$ cat config.mk
export PLATFORM = sky130hd
export DESIGN_NAME = dci_irq_status
export DESIGN_NICKNAME = d
export VERILOG_FILES = /design/src/logic/dci_pkg.sv /design/src/logic/dci_chk_if.sv /design/src/logic/dci_align_check.sv /design/src/logic/dci_irq_status.sv
export SDC_FILE = /design/constraint.sdc
export NUM_CORES = 1
export LEC_CHECK = 0
export ABC_CLOCK_PERIOD_IN_PS = 1450
export BUFFER_PORTS_ARGS = -buffer_cell sky130_fd_sc_hd__buf_2
export CAP_MARGIN = 30
export CORE_MARGIN = 1
export CORE_UTILIZATION = 25
export DETAILED_ROUTE_END_ITERATION = 8
export MAX_ROUTING_LAYER = met4
export PLACE_DENSITY = 0.49
export SYNTH_ARGS = -nofsm -noshare
export SYNTH_HDL_FRONTEND = slang
export SYNTH_SLANG_ARGS = --single-unit
$ cat constraint.sdc
create_clock -name clk -period 1.45 [get_ports clk]
set_input_delay 0.29 -clock clk [delete_from_list [all_inputs] [get_ports clk]]
set_output_delay 0.29 -clock clk [all_outputs]
set_load 0.02 [all_outputs]
$ cat src/logic/dci_pkg.sv
// Constants shared by the DMA channel interrupt status block
`default_nettype none
package dci_pkg;
  localparam int NCH = 32;
  localparam int ADDR_W = 12;
  // Register byte offsets
  localparam logic [11:0] SUMMARY_OFS = 12'h020;
  localparam logic [11:0] MISALIGN_OFS = 12'h024;
  localparam logic [11:0] TFR_OFS = 12'h028;
  localparam logic [11:0] MIS_EN_OFS = 12'h02c;
  localparam logic [11:0] TFR_EN_OFS = 12'h030;
  // Item width codes of a channel
  localparam logic [1:0] WIDTH_RSVD = 2'h0;
  localparam logic [1:0] WIDTH_BYTE = 2'h1;
  localparam logic [1:0] WIDTH_HALF = 2'h2;
  localparam logic [1:0] WIDTH_WORD = 2'h3;
  // Values after reset
  localparam logic [31:0] FLAGS_RST = 32'h0000_0000;
  localparam logic [31:0] EN_RST = 32'hffff_ffff;
  localparam logic [31:0] RDATA_RST = 32'h0000_0000;
endpackage
`default_nettype wire
$ cat src/logic/dci_chk_if.sv
// Bundle between the status block and its alignment checker
`default_nettype none
interface dci_chk_if;
  import dci_pkg::*;
  logic [NCH-1:0][1:0] width;
  logic [NCH-1:0][1:0] src_lo;
  logic [NCH-1:0][1:0] tgt_lo;
  logic [NCH-1:0] misalign;
  modport calc (input width, input src_lo, input tgt_lo, output misalign);
  modport user (output width, output src_lo, output tgt_lo, input misalign);
endinterface
`default_nettype wire

$ cat src/logic/dci_align_check.sv
// Per-channel address alignment checker
`default_nettype none
module dci_align_check
  import dci_pkg::*;
(
  input wire logic clk,
  input wire logic rst_n,
  dci_chk_if.calc chk
);

  // ****************************************
  // Alignment decode
  // ****************************************

  // Low address bits against item width; reserved code acts as byte
  function automatic logic bad_align(input logic [1:0] w,
                                     input logic [1:0] lo);
    logic r;
    r = 1'b0;
    case (w)
      WIDTH_WORD: r = (lo != 2'b00);
      WIDTH_HALF: r = lo[0];
      default: r = 1'b0;
    endcase
    return r;
  endfunction

  // Source or target misaligned raises the channel's condition
  always_comb
  begin
    for (int i = 0; i < NCH; i++)
    begin
      chk.misalign[i] = bad_align(chk.width[i], chk.src_lo[i]) |
                        bad_align(chk.width[i], chk.tgt_lo[i]);
    end
  end

  // ****************************************
  // Checks
  // ****************************************

  // Every channel is watched, so any width code on any channel is seen
  for (genvar i = 0; i < NCH; i++)
  begin : g_align_chk
    a_word_align: assert property (@(posedge clk) disable iff (!rst_n)
      (chk.width[i] == WIDTH_WORD)
        |-> (chk.misalign[i] ==
             ((chk.src_lo[i] != 2'b00) || (chk.tgt_lo[i] != 2'b00))))
      else $error("word alignment wrong");

    a_half_align: assert property (@(posedge clk) disable iff (!rst_n)
      (chk.width[i] == WIDTH_HALF)
        |-> (chk.misalign[i] == (chk.src_lo[i][0] | chk.tgt_lo[i][0])))
      else $error("half word alignment wrong");

    a_byte_free: assert property (@(posedge clk) disable iff (!rst_n)
      ((chk.width[i] == WIDTH_BYTE) || (chk.width[i] == WIDTH_RSVD))
        |-> !chk.misalign[i])
      else $error("byte width flagged as misaligned");
  end

endmodule
`default_nettype wire

$ cat src/logic/dci_irq_status.sv
// DMA channel interrupt status: misalign flags, summary word, irq
//
// Added by the designer: strobed register access.
`default_nettype none

// Contract
// - A channel's flag rises while chk_valid is high and its source or target is off its width.
// - A misalign flag reads 1 while its address error is pending, else 0.
// - Flag n sits at bit n, resets to zero and clears on a written one.
// - Read-only summary at 0x020 has bit n for channel n, reset zero.
// - Each summary bit is the live OR of its channel's unmasked flags.
// - Word needs both low address bits zero, half word needs bit 0 zero.
// - Width code 1 is byte, 2 is half word and 3 is word.
module dci_irq_status
  import dci_pkg::*;
(
  input wire logic clk,
  input wire logic rst_n,
  input wire logic [ADDR_W-1:0] addr,
  input wire logic [31:0] wdata,
  input wire logic wr_en,
  input wire logic rd_en,
  output logic [31:0] rdata,
  output logic irq,
  input wire logic [NCH-1:0][1:0] chan_width,
  input wire logic [NCH-1:0][1:0] src_addr_lo,
  input wire logic [NCH-1:0][1:0] tgt_addr_lo,
  input wire logic [NCH-1:0] chk_valid,
  input wire logic [NCH-1:0] tfr_done
);

  // ****************************************
  // Alignment checker
  // ****************************************

  dci_chk_if chk ();

  // Channel settings go straight to the checker
  assign chk.width = chan_width;
  assign chk.src_lo = src_addr_lo;
  assign chk.tgt_lo = tgt_addr_lo;

  dci_align_check u_chk (
    .clk(clk),
    .rst_n(rst_n),
    .chk(chk)
  );

  // ****************************************
  // Register decode
  // ****************************************

  logic [NCH-1:0] mis_flags;
  logic [NCH-1:0] tfr_flags;
  logic [NCH-1:0] mis_en;
  logic [NCH-1:0] tfr_en;
  wire logic wr_mis;
  wire logic wr_tfr;
  wire logic wr_mis_en;
  wire logic wr_tfr_en;
  wire logic [NCH-1:0] mis_set;
  wire logic [NCH-1:0] summary;
  wire logic [NCH-1:0] next_mis_flags;
  wire logic [NCH-1:0] next_tfr_flags;
  wire logic [31:0] rd_sel;
  wire logic rd_hit;

  // Write strobes per register
  assign wr_mis = wr_en && (addr == MISALIGN_OFS);
  assign wr_tfr = wr_en && (addr == TFR_OFS);
  assign wr_mis_en = wr_en && (addr == MIS_EN_OFS);
  assign wr_tfr_en = wr_en && (addr == TFR_EN_OFS);

  // Idle channels carry stale addresses, so only checked ones count
  assign mis_set = chk_valid & chk.misalign;

  // Set beats a same-cycle clear so no event is lost
  assign next_mis_flags = (mis_flags & ~(wr_mis ? wdata : '0)) |
                          mis_set;
  assign next_tfr_flags = (tfr_flags & ~(wr_tfr ? wdata : '0)) |
                          tfr_done;

  // Summary is combinational, never latched on its own
  assign summary = (mis_flags & mis_en) | (tfr_flags & tfr_en);

  // Read select; unmapped offsets read as zero
  assign rd_sel = (addr == SUMMARY_OFS) ? summary :
                  (addr == MISALIGN_OFS) ? mis_flags :
                  (addr == TFR_OFS) ? tfr_flags :
                  (addr == MIS_EN_OFS) ? mis_en :
                  (addr == TFR_EN_OFS) ? tfr_en : 32'h0000_0000;

  // Mapped offsets, used by the unmapped-read check
  assign rd_hit = (addr == SUMMARY_OFS) || (addr == MISALIGN_OFS) ||
                  (addr == TFR_OFS) || (addr == MIS_EN_OFS) ||
                  (addr == TFR_EN_OFS);

  // ****************************************
  // Flags and enables
  // ****************************************

  // Sticky status flags
  always_ff @(posedge clk or negedge rst_n)
  begin
    if (!rst_n)
    begin
      mis_flags <= FLAGS_RST;
      tfr_flags <= FLAGS_RST;
    end
    else
    begin
      mis_flags <= next_mis_flags;
      tfr_flags <= next_tfr_flags;
    end
  end

  // Interrupt enables, one per flag
  always_ff @(posedge clk or negedge rst_n)
  begin
    if (!rst_n)
    begin
      mis_en <= EN_RST;
      tfr_en <= EN_RST;
    end
    else
    begin
      if (wr_mis_en)
        mis_en <= wdata;
      if (wr_tfr_en)
        tfr_en <= wdata;
    end
  end

  // ****************************************
  // Read data and interrupt
  // ****************************************

  // Read data stand one cycle only; irq costs one cycle of latency
  always_ff @(posedge clk or negedge rst_n)
  begin
    if (!rst_n)
    begin
      rdata <= RDATA_RST;
      irq <= 1'b0;
    end
    else
    begin
      rdata <= rd_en ? rd_sel : RDATA_RST;
      irq <= |summary;
    end
  end

  // ****************************************
  // Checks
  // ****************************************

  a_flag_raise: assert property (@(posedge clk) disable iff (!rst_n)
    (mis_set != '0) |=> ((mis_flags & $past(mis_set)) == $past(mis_set)))
    else $error("misaligned channel did not raise its flag");

  a_flag_cause: assert property (@(posedge clk) disable iff (!rst_n)
    1'b1 |=> ((mis_flags & ~$past(mis_flags) & ~$past(mis_set)) == '0))
    else $error("misalign flag rose without an error");

  a_w1c_clear: assert property (@(posedge clk) disable iff (!rst_n)
    wr_mis |=> ((mis_flags & $past(wdata) & ~$past(mis_set)) == '0))
    else $error("written one did not clear a misalign flag");

  a_flag_hold: assert property (@(posedge clk) disable iff (!rst_n)
    !wr_mis |=> ((~mis_flags & $past(mis_flags)) == '0))
    else $error("misalign flag dropped without a clear");

  a_summary_read: assert property (@(posedge clk) disable iff (!rst_n)
    rd_en && (addr == SUMMARY_OFS) |=> (rdata == $past(summary)))
    else $error("summary read returned wrong word");

  a_rdata_idle: assert property (@(posedge clk) disable iff (!rst_n)
    !rd_en |=> (rdata == 32'h0000_0000))
    else $error("read data stood outside the answer cycle");

  a_summary_live: assert property (@(posedge clk) disable iff (!rst_n)
    ((mis_flags & mis_en) == '0) && ((tfr_flags & tfr_en) == '0)
      |-> (summary == '0))
    else $error("summary held a bit with no unmasked flag");

  a_tfr_feeds: assert property (@(posedge clk) disable iff (!rst_n)
    tfr_done[0] && tfr_en[0] && !wr_tfr_en |=> summary[0])
    else $error("transfer complete did not reach summary");

  a_irq_level: assert property (@(posedge clk) disable iff (!rst_n)
    (summary != '0) ##1 (summary != '0) |-> irq)
    else $error("irq low while summary pending");

  // Read back of the flag word, bit for bit
  a_flag_read: assert property (@(posedge clk) disable iff (!rst_n)
    rd_en && (addr == MISALIGN_OFS) |=> (rdata == $past(mis_flags)))
    else $error("misalign flag read returned wrong word");

  // Nothing pending for two cycles must leave irq low
  a_irq_quiet: assert property (@(posedge clk) disable iff (!rst_n)
    (summary == '0) ##1 (summary == '0) |-> !irq)
    else $error("irq high with nothing pending");

  // Top channel at the top bit; catches a reversed bit order
  a_mis_feeds: assert property (@(posedge clk) disable iff (!rst_n)
    mis_flags[31] && mis_en[31] |-> summary[31])
    else $error("misalign flag did not reach summary");

  // ****************************************
  // Register bus checks
  // ****************************************

  // A write to the summary must not land in either enable word
  a_summary_ro: assert property (@(posedge clk) disable iff (!rst_n)
    wr_en && (addr == SUMMARY_OFS)
      |=> (mis_en == $past(mis_en)) && (tfr_en == $past(tfr_en)))
    else $error("write to summary changed a stored word");

  // Unmapped reads answer zero so software never sees stale data
  a_unmapped_read: assert property (@(posedge clk) disable iff (!rst_n)
    rd_en && !rd_hit |=> (rdata == 32'h0000_0000))
    else $error("unmapped read returned nonzero data");

  // Transfer-complete flags clear the same way as misalign flags
  a_tfr_clear: assert property (@(posedge clk) disable iff (!rst_n)
    wr_tfr |=> ((tfr_flags & $past(wdata) & ~$past(tfr_done)) == '0))
    else $error("written one did not clear a transfer flag");

endmodule
`default_nettype wire

Word level (Yosys, flattened, before mapping)
Index checks and enable logic that the tools add are counted.
{"block": "classes", "bitwise": 42, "n_shift": 0, "muxes": 72, "magnitude_cmp": 0, "n_div": 0, "n_addsub": 0, "n_reduce_logical": 69, "n_eq_ne": 69, "multipliers": 0}
{"op": "32-bit two-way mux", "n": 8}
{"op": "32-bit AND", "n": 5}
{"op": "2-bit == test (second input constant)", "n": 64}
{"op": "1-bit one-hot mux with 2 select lines", "n": 64}
{"op": "2-bit nonzero test", "n": 64}
{"op": "32-bit OR", "n": 3}
{"op": "32-bit inverter", "n": 2}
{"op": "12-bit by 6-bit == test with 1-bit output (second input constant)", "n": 5}
{"op": "1-bit OR", "n": 32}
{"op": "32-bit OR reduction", "n": 1}
{"op": "1-bit logical AND", "n": 4}
{"block": "word_totals", "mem_bits_ro": 0, "elab_cells": 258, "mem_count": 0, "input_bits": 304, "out_inout_bits": 33, "latchBits": 0, "ramBits": 0, "regBits": 161}

Logic depth before layout (Yosys ltp)
Gate-level depths: netlist (run 1).
{"block": "depth", "ltp_word": 7, "mapped_depth": 7, "depth_no_buf": 4}

Hierarchy
A second synthesis (run 1) with hierarchy kept.
{"block": "hier_totals", "cells_unflattened": 730, "area_unflattened_um2": 8151.6}
{"module": "dci_irq_status", "seq_area_each_um2": 4108.9, "area_per_inst_um2": 7631.1, "n_inst": 1, "cells_each": 634}
{"module": "dci_align_check", "seq_area_each_um2": 0.0, "area_per_inst_um2": 520.5, "n_inst": 1, "cells_each": 96}

Least setup slack after synthesis (run 1)
No wires, ideal clock.
{"block": "synth_path", "kind": "input -> register", "startpoint": "input addr[8]", "endpoint": "register mis_en[21]", "n_path_buf": 3, "arrival_time_ns": 1.995, "setup_ns": 0.082, "stages": 7, "t_required_ns": 1.368, "slack_ns": -0.627, "path_cell_list": "or4_1 > buf_2 > nor4_2 > and3_1 > buf_2 > buf_4 > mux2_2"}
{"block": "synth_via", "elab_chain_cells": 2}
{"element": "start: declaration", "line_no": "dci_irq_status.sv:19", "source": "input wire logic [ADDR_W-1:0] addr,"}
{"element": "12-bit by 6-bit == test with 1-bit output"}
{"element": "1-bit logical AND", "line_no": "dci_irq_status.sv:71", "source": "assign wr_mis_en = wr_en && (addr == MIS_EN_OFS);"}
{"element": "end signal: assignment", "line_no": "dci_irq_status.sv:128", "source": "mis_en <= wdata;"}
{"element": "end: declaration", "line_no": "dci_irq_status.sv:55", "source": "logic [NCH-1:0] mis_en;"}
No other way between the ends.
A chain may end at the register's enable or synchronous reset.

Worst setup path after layout (run 1)
{"block": "layout_path", "startpoint": "input addr[8]", "endpoint": "register mis_en[4]"}
Same word-level chain as after synthesis.

==> results.txt, run 1 <==
- The run finished, with violations left.
* Failing checks: setup timing
- Input and output buffers added on the ports amount to 336.
- The tree is rooted in a clkbuf_16.
- The congestion estimate from routability-driven global placement came to 0.812.
- After detailed routing, the number of vias per cell comes to 4.67.
* Cells after DPL: 1603
* Synth top area cells: dfrtp_1, dfstp_2, mux2_2
* Number of nets in the synthesized netlist: 1059
- Startpoint of the most critical hold path: tfr_done[10]
- Hold_ws: 0.0370 ns
- Max-Cap Viols: 0
- TritonCTS clock tree: done
- Start-to-end type of the worst setup path: in2reg
- STA classifies the critical path endpoint as a register.
- In this run the worst hold path is classified as in2reg.
* Number of buffers created by CTS: 17
- The library cells used most frequently in the layout, excluding fill and tap cells, are buf_2, buf_4, dfrtp_1.
- Setup slack on the worst reg-to-reg path comes out at -0.20 ns.
* Post-route clock skew: 0.0117 ns
- Detailed placer's ending HPWL: 20600 um
- The first TritonRoute pass finished after 5 iterations.
- The final number of hold-violating endpoints was 0.
- Headroom to the max-slew limit came out at 0.645.
- IR analysis of the VDD net gives a maximum drop of 0.000828 V.
* CTS H-Tree Depth: 4
- Core area: 0.0316 sq mm
- At the worst endpoint, the required time is 1.80 ns.
* Starting density of the core: 0.253
- The first global-routing pass estimated 43200 um of wire.
- Non-Filler Instances: 1651
* Worst reg2reg endpoint: irq$_DFF_PN0_
- Total vias in the final route: 7718
- Entering global routing, the biggest net connects 38 pins.
- From left edge to right edge, the die measures 181 um.
- After detailed placement, the total cell area comes to 0.0115 sq mm.
- Hold endpoint: tfr_flags[10]$_DFF_PN0_
- Share of the clock period used by the worst path after layout: 1.19
- Number of synthesis warnings: 0
* Critical R2R Launch: mis_flags[0]$_DFF_PN0_
- Averaged over all synthesized cells, the footprint is 10.6 sq um.
- The net count of the finished layout is 1537.
- After synthesis, the netlist uses 38 different library cells.
- In the final layout, the share of cells above drive strength 1 is 0.628.
- Number of antenna violations at the first check in global routing: 3
- Areal power density over the cells: 826 mW/mm^2
* Tot GR Track Use: 0.177
- Leaving out fill and tap cells, the most frequent cell in the layout is buf_2.
* Leakage power figure: 0.00593 uW
- Sink Count: 161
- Highest clock frequency the design can meet: 579 MHz
- Final Setup Violations: 161
- Actual slew at the worst max-slew pin: 0.532 ns
- Number of slew-limit violations in the final report: 0
- Length in cells of the worst reg-to-reg path: 5
- Count of boundary I/O pins: 337
- The die covers 0.0327 sq mm.
* Clock Path Buffers: 2
- In this run the worst path has a maximum fanout of 14.
- Final global-route overflow total: 0
- For this run, the register share of the synthesized area comes to 0.514.
- In this run, the number of DRC markers left after iteration 0 of detailed routing was 281.
* Number of nets with antenna violations after detailed routing: 0
* Worst Setup Start Kind: input pin
- Latest clock arrival within the worst-skew pair: 0.43 ns
- After detailed routing, the number of remaining DRC violations is 0.
- The worst hold path passes through 2 cells.
- Total of flip-flops plus latches after synthesis: 161
- Instance count of the mapped netlist: 755
* Layout overhead on the synthesized area: 60.7%
- Detailed-route wire length per cell: 17.3 um
* Post-Route Utilization: 0.407
- Setup slack on the critical path of the routed design comes to -0.278 ns.
- Data on the critical path arrives at its endpoint at 2.07 ns.
- Row generation in the floorplan step produced 65 rows.
- The largest total area in the synthesized netlist belongs to dfrtp_1.
* Clock-pin slew of the registers on the worst-case setup and hold paths: 0.08 ns
- The worst path in the final design needs a cycle of 1.73 ns, including I/O delays and setup.
- Among all flip-flop cells after synthesis, the most frequent one is dfrtp_1.
- Summed over all failing endpoints, the final setup total negative slack is -34.90 ns.
- In this run the vertical extent of the chip is 181 um.
* Post-route cell area: 0.0129 sq mm
* Total wire length after detailed routing: 28600 um
* Via count of the first global-routing pass: 7764
- Number of flops mapped to enable cells by yosys: 0
- RSZ-0062 raised after global routing: yes
- Of the post-synthesis cell area, the dominant cell type holds 0.303.
* Ys async rst share: 1.00
- Mapped Area: 0.00800 sq mm
## synthesized netlist by cell type (2+ instances only)
cell type and instances:
mux2_1 34, buf_6 3, o221ai_1 21, a22o_1 32, buf_2 11, nand4_1 2
o21ai_0 69, nor4_2 4, or4_1 2, buf_4 3, a31o_2 11, clkbuf_1 22
o21ai_1 4, a21o_1 53, inv_1 13, mux2_2 61, nor2_1 44, a21oi_1 54
nand2b_1 11, a32oi_1 10, nand2_1 107, nor4_1 9, dfstp_2 64, dfrtp_1 97
## per-stage QoR
stage / setup slack (ns) / power [uW]
finish: -0.278 / 10600
global route: -0.300 / 11100
CTS: -0.243 / 10800
detailed placement: -0.729 / 5640
global placement: -0.695 / 5630
floorplan: -0.543 / 4900
## where the power goes
group          switching (uW)  internal (uW)  leakage (uW)
logic                     528            539       0.00393
clock network            2070           2960      0.000317
registers                9.99           4520       0.00168
## layout make-up
class,instances,area (sq um)
inverter,13,48.8
multi-input combinational,542,4270
tap,402,503
sequential,161,4110
antenna,3,7.51
clock buffer,18,429
fill,3124,18700
clock inverter,14,215
timing repair buffer,498,3270
## layer usage
metal	share of wire	global-route usage	vias up	wire, um
met3	0.050	0.0345	18	1440
li1	-	-	3728	-
met2	0.48	0.290	255	13800
met1	0.46	0.226	3717	13000
met4	0.011	0.0369	0	301
met5	0	-	-	0
## state kept, by name (all words and copies together), names as in the netlist
signal     count
rdata         32
mis_flags     32
mis_en        32
irq            1
tfr_flags     32
tfr_en        32
## worst max path at each step
stage,start,end,cells after the start
6_report,addr[8],mis_en[4]$_DFFE_PN1P_,6
5_1_grt,addr[8],rdata[21]$_DFF_PN0_,7
4_1_cts,mis_flags[12]$_DFF_PN0_,irq$_DFF_PN0_,5
3_5_place_dp,addr[8],mis_flags[18]$_DFF_PN0_,7
3_3_place_gp,addr[8],rdata[11]$_DFF_PN0_,7
2_1_floorplan,addr[8],mis_en[10]$_DFFE_PN1P_,7
## cells by family after synthesis
| logic type | after synthesis | share of synthesized area |
|---|---|---|
| AOI/OAI and AO/OA | 255 | 0.211 |
| and+or+nand+nor | 191 | 0.110 |
| DFF | 161 | 0.514 |
| muxes | 96 | 0.135 |
| buffers and inverters | 52 | 0.0303 |
## repair_timing
action,in CTS,in global routing
cloned,2,3
hold buffers,1,0
pin swaps,51,53
endpoints found under the hold margin,16,0
setup buffers,5,2
setup endpoints to repair,161,161
resized for setup,82,51
## critical path, cell delays in order
cell and delay (ns):
buf_6 0.09, or4_4 0.57, nor4_4 0.25, and3_4 0.33
buf_12 0.21, mux2_4 0.31
(Power assumes the default switching activity.)
==> inputs of run 2 (changes only) <==
--- a/config.mk
+++ b/config.mk
@@ -13,6 +13,7 @@
 export DETAILED_ROUTE_END_ITERATION = 8
 export MAX_ROUTING_LAYER = met4
 export PLACE_DENSITY = 0.49
+export SKIP_LAST_GASP = 1
 export SYNTH_ARGS = -nofsm -noshare
 export SYNTH_HDL_FRONTEND = slang
 export SYNTH_SLANG_ARGS = --single-unit
==> run 2 against run 1 <==
Net effect: the flow still finishes with violations (setup timing); worst setup slack gained 0.024 ns; non-clock buffer count shrank 2; clock skew grew 0.00099 ns; critical path depth grew 1; critical endpoint is now rdata[20]$_DFF_PN0_; largest cell class unchanged; largest power group unchanged; highest routed layer unchanged.
==> results.txt, run 2 (synthesis results as in run 1) <==
- Run status: finished, violations left
- The final reports fail on setup timing.
- At the end of routability-driven placement, the weighted congestion stood at 0.812.
* Total vias in the final route: 7668
- The worst setup path is of the in2reg kind.
- From bottom edge to top edge, the die measures 181 um.
- Horiz. Die Dim: 181 um
* Critical path cell sequence: buf_6 > or4_4 > buf_12 > or4_4 > buf_6 > o21ai_1 > a21oi_1
* Clock Path Buffers: 2
* Final global-route overflow total: 0
* Ratio of cells with drive above 1 in the final layout: 0.617
- Multi-input gate area in the final layout: 0.00420 sq mm
* Latest clock arrival within the worst-skew pair: 0.43 ns
- In the layout the commonest cells are buf_2, buf_4, dfrtp_1.
- Number of slew-limit violations in the final report: 0
- TritonCTS clock tree: done
- Counting every sink on the clock net gives 161.
* Largest fanout of any net on the critical path: 9
* Register area: 0.00411 sq mm
* Max-Cap Viols: 0
- The final layout contains 1535 nets.
- Clock-pin slew of the registers on the worst-case setup and hold paths: 0.08 ns
- Tot GR Track Use: 0.177
- Worst Setup Start Kind: input pin
- Derived from the worst setup path, the maximum achievable clock frequency is 587 MHz.
- Number of DRC markers in iteration 0: 257
- Sort of element at the end of the critical path: register
* Worst Hold Class: in2reg
- For this design, the slowest cell found on the critical path is or4_4.
* Detailed placer's ending HPWL: 20600 um
* Die Area: 0.0327 sq mm
- In the finished design, the share of the clock period the worst path needs comes to 1.18.
- TritonCTS created 17 clock buffers.
- Actual slew at the worst max-slew pin: 0.531 ns
* Total wire length after detailed routing: 28200 um
* Final Setup Violations: 161
* Via count of the first global-routing pass: 7766
- The final number of hold-violating endpoints was 0.
* Starting density of the core: 0.253
* CTS H-Tree Depth: 4
* Post-Route Utilization: 0.404
- Worst reg2reg setup slack: -0.21 ns
* Leakage power figure: 0.00585 uW
- Core area: 0.0316 sq mm
- Global-route wire length before repair: 43200 um
- Number of rows in the core area: 65
- Port Buffers: 336
- First-pass DRT Iterations: 4
- Endpoint required time on the critical path: 1.75 ns
- 337 I/O pins were placed.
* Fillers: 3130
- Timing analysis after detailed placement gives a worst setup slack of -0.729 ns.
* Detailed-route wire length per cell: 17.1 um
- Areal power density over the cells: 834 mW/mm^2
- Routed via count divided by cell count: 4.65
- IR analysis of the VDD net gives a maximum drop of 0.000836 V.
* Post-detailed-route DRC marker count: 0
* Number of antenna violations at the first check in global routing: 3
- CTS Root Buffer Type: clkbuf_16
- Post-route clock skew: 0.0126 ns
* Layout overhead on the synthesized area: 59.3%
- Worst path arrival time: 2.01 ns
* Max-slew headroom: 0.646
* RSZ-0062 raised after global routing: yes
- Most common cell after layout, fill and taps aside: buf_2
- Counting I/O delays and the setup requirement, the final critical path takes 1.70 ns.
- Entering global routing, the biggest net connects 38 pins.
- The tightest hold path in the finished design has a slack of 0.0336 ns.
* Number of nets with antenna violations after detailed routing: 0
- Final Worst Setup Slack: -0.254 ns
- CP peak stage delay: 0.57 ns
## run 2: area by class of cell
type | instances | share of cell area
tap | 402 | 0.0395
multi-input combinational | 542 | 0.329
clock buffer | 18 | 0.0337
antenna | 3 | 0.000589
timing repair buffer | 496 | 0.254
sequential | 161 | 0.322
inverter | 13 | 0.00383
clock inverter | 14 | 0.0169
## run 2: power by group
part           switching, uW  internal [uW]  leakage (uW)
clock network           2080           2960      0.000317
logic                    520            540       0.00385
registers               9.95           4520       0.00168
## run 2: critical path, delay by kind of cell
kind,cells,cell delay [ns]
AO/OA/AOI/OAI,2,0.20
buffers and inverters,3,0.45
AND/OR/NAND/NOR,2,1.07
## run 2: metal layers
| metal | vias up | wire, um | global-route usage |
|---|---|---|---|
| li1 | 3729 | - | - |
| met1 | 3665 | 12800 | 0.225 |
| met2 | 256 | 13700 | 0.290 |
| met3 | 18 | 1440 | 0.0345 |
| met4 | 0 | 258 | 0.0369 |
| met5 | - | 0 | - |
## run 2: path summary, 6_finish.rpt
check	start	endpoint	depth (start not counted)
setup / recovery	addr[8]	rdata[20]$_DFF_PN0_	7
hold / removal	tfr_done[24]	tfr_flags[24]$_DFF_PN0_	2
setup reg to reg	mis_flags[0]$_DFF_PN0_	irq$_DFF_PN0_	5
hold reg to reg	tfr_flags[22]$_DFF_PN0_	tfr_flags[22]$_DFF_PN0_	1
max in group asynchronous	rst_n	tfr_en[9]$_DFFE_PN1P_	3
min in group asynchronous	rst_n	rdata[26]$_DFF_PN0_	2
## run 2: metrics by stage
stage	TNS [ns]	total power [uW]	std cells	cell area (sq um)
after floorplan	-75.91	4900	755	8340
after global placement	-104.94	5630	1603	11500
after detailed placement	-106.59	5640	1603	11500
after CTS	-27.71	10800	1643	12500
after global routing	-36.99	11100	1649	12700
final	-32.57	10600	1649	12700
## run 2: repair_timing
item | 4_1_cts | 5_1_grt
endpoints found under the setup margin | 161 | 161
resized for setup | 79 | 36
setup buffers | 5 | 2
cloned | 2 | 1
pin swaps | 50 | 35
hold buffers | 1 | 0
endpoints found under the hold margin | 16 | 0
==> inputs of run 3 (changes only) <==
--- a/config.mk
+++ b/config.mk
@@ -8,7 +8,7 @@
 export ABC_CLOCK_PERIOD_IN_PS = 1450
 export BUFFER_PORTS_ARGS = -buffer_cell sky130_fd_sc_hd__buf_2
 export CAP_MARGIN = 30
-export CORE_MARGIN = 1
+export CORE_MARGIN = 5
 export CORE_UTILIZATION = 25
 export DETAILED_ROUTE_END_ITERATION = 8
 export MAX_ROUTING_LAYER = met4
==> run 3 against run 2 <==
Net effect: the run still ends with setup timing left; sequential share of layout area is 0.68 points lower; combinational power hardly changed; clock power is 2% higher; utilization is 0.87 points higher; global-route usage is 0.55 points lower; via count is 0.20% higher; first-iteration DRC count is 10% higher; cell area is 2.2% higher; count of clock-buffer cells in the layout is 1 lower; maximum frequency is 4.4% lower; final cell count is 0.30% higher; critical endpoint is now tfr_en[26]$_DFFE_PN1P_.
==> results.txt, run 3 (synthesis results as in run 1) <==
- Areal power density over the cells: 823 mW/mm^2
* Via count of the first global-routing pass: 8189
- After filler insertion, the fill cell instance count of the layout stands at 3085.
- Detailed-route wire length per cell: 18.5 um
* CP dominant cell by count: buf_6
- For this configuration, the core starts out at a cell density of 0.253.
- Post-Route Utilization: 0.413
- Post-detailed-route DRC marker count: 0
- In this run the critical register-to-register path is captured at irq$_DFF_PN0_.
* Final GP Congestion: 0.786
- Routed via count divided by cell count: 4.65
* Layout overhead on the synthesized area: 62.7%
* Number of slew-limit violations in the final report: 0
* Port Buffers: 336
* Clock-pin slew of the registers on the worst-case setup and hold paths: 0.07 ns
- Of the total power, registers draw 0.423.
- In this run the remaining antenna-violating nets after routing total 0.
* Switching Power: 2560 uW
- The floorplan step set the die height to 189 um.
- Sink Count: 161
* Part of the total power dissipated in the clock network: 0.478
* IR Drop Worst-Case VDD: 0.000747 V
* Hold endpoint: tfr_flags[8]$_DFF_PN0_
- The startpoint identified for the worst register-to-register timing path is mis_flags[22]$_DFF_PN0_.
* Tot GR Track Use: 0.171
- Top library cells by usage in the layout, fill and taps aside: buf_2, buf_4, dfrtp_1
* Highest clock frequency the design can meet: 561 MHz
- CTS Root Buffer Type: clkbuf_16
- Startpoint of the most critical hold path: tfr_done[8]
- The placed instances occupy a cell area of 0.0115 sq mm.
* Critical path cell sequence: buf_6 > or4_4 > buf_6 > nor4_4 > nand2_4 > buf_12 > clkbuf_16 > mux2_4
* Die Area: 0.0357 sq mm
- Actual slew at the worst max-slew pin: 0.508 ns
* Pin count of the biggest net entering global routing: 33
* Total Power Consumption: 10700 uW
* RSZ-0062 raised after global routing: yes
* Hold Path Cell Cnt: 2
* Count of boundary I/O pins: 337
* Number of rows in the core area: 65
- Detailed placer's ending HPWL: 21800 um
- Of the total power, combinational logic draws 0.099.
* Total vias in the final route: 7683
- Timing analysis after detailed placement gives a worst setup slack of -0.743 ns.
- Across the routed clock network, the largest skew measured is 0.00939 ns.
- Measured against its own limit, the worst slew margin works out to 0.662.
- CTS H-Tree Depth: 4
- The final number of hold-violating endpoints is 0.
* Max-Cap Viols: 0
* Internal cell power: 8150 uW
- First-pass DRT Iterations: 6
- The run finished, with violations left.
- The number of antenna violations at the first check in global routing came to 3.
- Of the total power, the share spent switching nets is 0.239.
- Post-route cell area: 0.0130 sq mm
* Dominant delay contributor by cell family on the critical path: simple AND/OR/NAND/NOR gates
- Worst Hold Class: in2reg
* Leakage power figure: 0.00601 uW
* Worst Setup Start Kind: input pin
- Share of the clock period used by the worst path after layout: 1.23
- The routed design has 30600 um of wire.
- Number of buffers created by CTS: 17
* Worst reg2reg setup slack: -0.27 ns
- The library cell used most frequently in the layout, excluding fill and tap cells, is buf_2.
- The first global-routing pass estimated 46200 um of wire.
* CP peak stage delay: 0.59 ns
- Data on the critical path is required at its endpoint by 1.80 ns.
- Together, buffers and inverters on the worst path number 4.
- Final Worst Setup Slack: -0.332 ns
- Failing checks: setup timing
* Horiz. Die Dim: 189 um
* Length in cells of the worst reg-to-reg path: 5
- Number of DRC markers in iteration 0: 283
- At the later pin of the worst-skew pair, clock insertion delay measures 0.43 ns.
* TritonCTS clock tree: done
* Final Setup Violations: 161
- For this design, the slowest cell found on the critical path is or4_4.
* Largest fanout of any net on the critical path: 4
- Subtracting the final worst setup slack from the clock period gives 1.78 ns.
- No sink is reached through more buffers than the 2 on the longest clock path.
* Worst path arrival time: 2.13 ns
* Ratio of cells with drive above 1 in the final layout: 0.636
- Start-to-end type of the worst setup path: in2reg
* Final global-route overflow total: 0
* Total number of nets in the final design: 1540
- Core area: 0.0316 sq mm
- Sort of element at the end of the critical path: register
run 3: what timing repair did:
action	in CTS	in global routing
resized for setup	82	68
pin swaps	85	42
cloned	4	4
buffers inserted	16	5
hold buffers	1	0
endpoints found under the setup margin	161	161
hold endpoints to repair	6	0
run 3: per-stage QoR:
step,std cells,setup TNS [ns],hold WS (ns)
3_3_place_gp,1595,-104.29,0.211
5_1_grt,1654,-46.21,0.0241
3_5_place_dp,1595,-106.09,0.210
4_1_cts,1647,-37.20,0.0143
2_1_floorplan,755,-75.91,-0.00559
6_report,1654,-41.12,0.0341
run 3: worst max path at each step:
stage                                 start  slack (ns)  cells after the start                     end
floorplan                           addr[8]       -0.54                      7  mis_en[10]$_DFFE_PN1P_
global placement                    addr[8]       -0.78                      7     rdata[14]$_DFF_PN0_
detailed placement                  addr[8]       -0.74                      7     rdata[14]$_DFF_PN0_
CTS                 mis_flags[10]$_DFF_PN0_       -0.34                      5           irq$_DFF_PN0_
global route                        addr[0]       -0.36                      7     rdata[11]$_DFF_PN0_
finish                              addr[0]       -0.33                      8  tfr_en[26]$_DFFE_PN1P_
run 3: power groups by stage:
stage                     logic, uW  registers [uW]  clock network [uW]
after floorplan                 288            4610                   0
after global placement         1020            4610                   0
after detailed placement       1030            4610                   0
after CTS                      1060            4530                5240
after global routing           1180            4530                5430
final                          1060            4530                5120
run 3: layout make-up:
type | instances | area (sq um) | share of cell area
clock buffer | 17 | 425 | 0.0327
antenna | 3 | 7.51 | 0.000577
clock inverter | 15 | 229 | 0.0176
inverter | 13 | 48.8 | 0.00375
timing repair buffer | 501 | 3410 | 0.262
tap | 402 | 503 | 0.0386
sequential | 161 | 4110 | 0.316
multi-input combinational | 542 | 4280 | 0.329
run 3: per-layer routing:
| layer | vias to the layer above | GRT usage | wire [um] |
|---|---|---|---|
| met3 | 23 | 0.0341 | 1540 |
| li1 | 3743 | - | - |
| met5 | - | - | 0 |
| met4 | 0 | 0.0364 | 336 |
| met1 | 3676 | 0.214 | 13500 |
| met2 | 241 | 0.291 | 15300 |
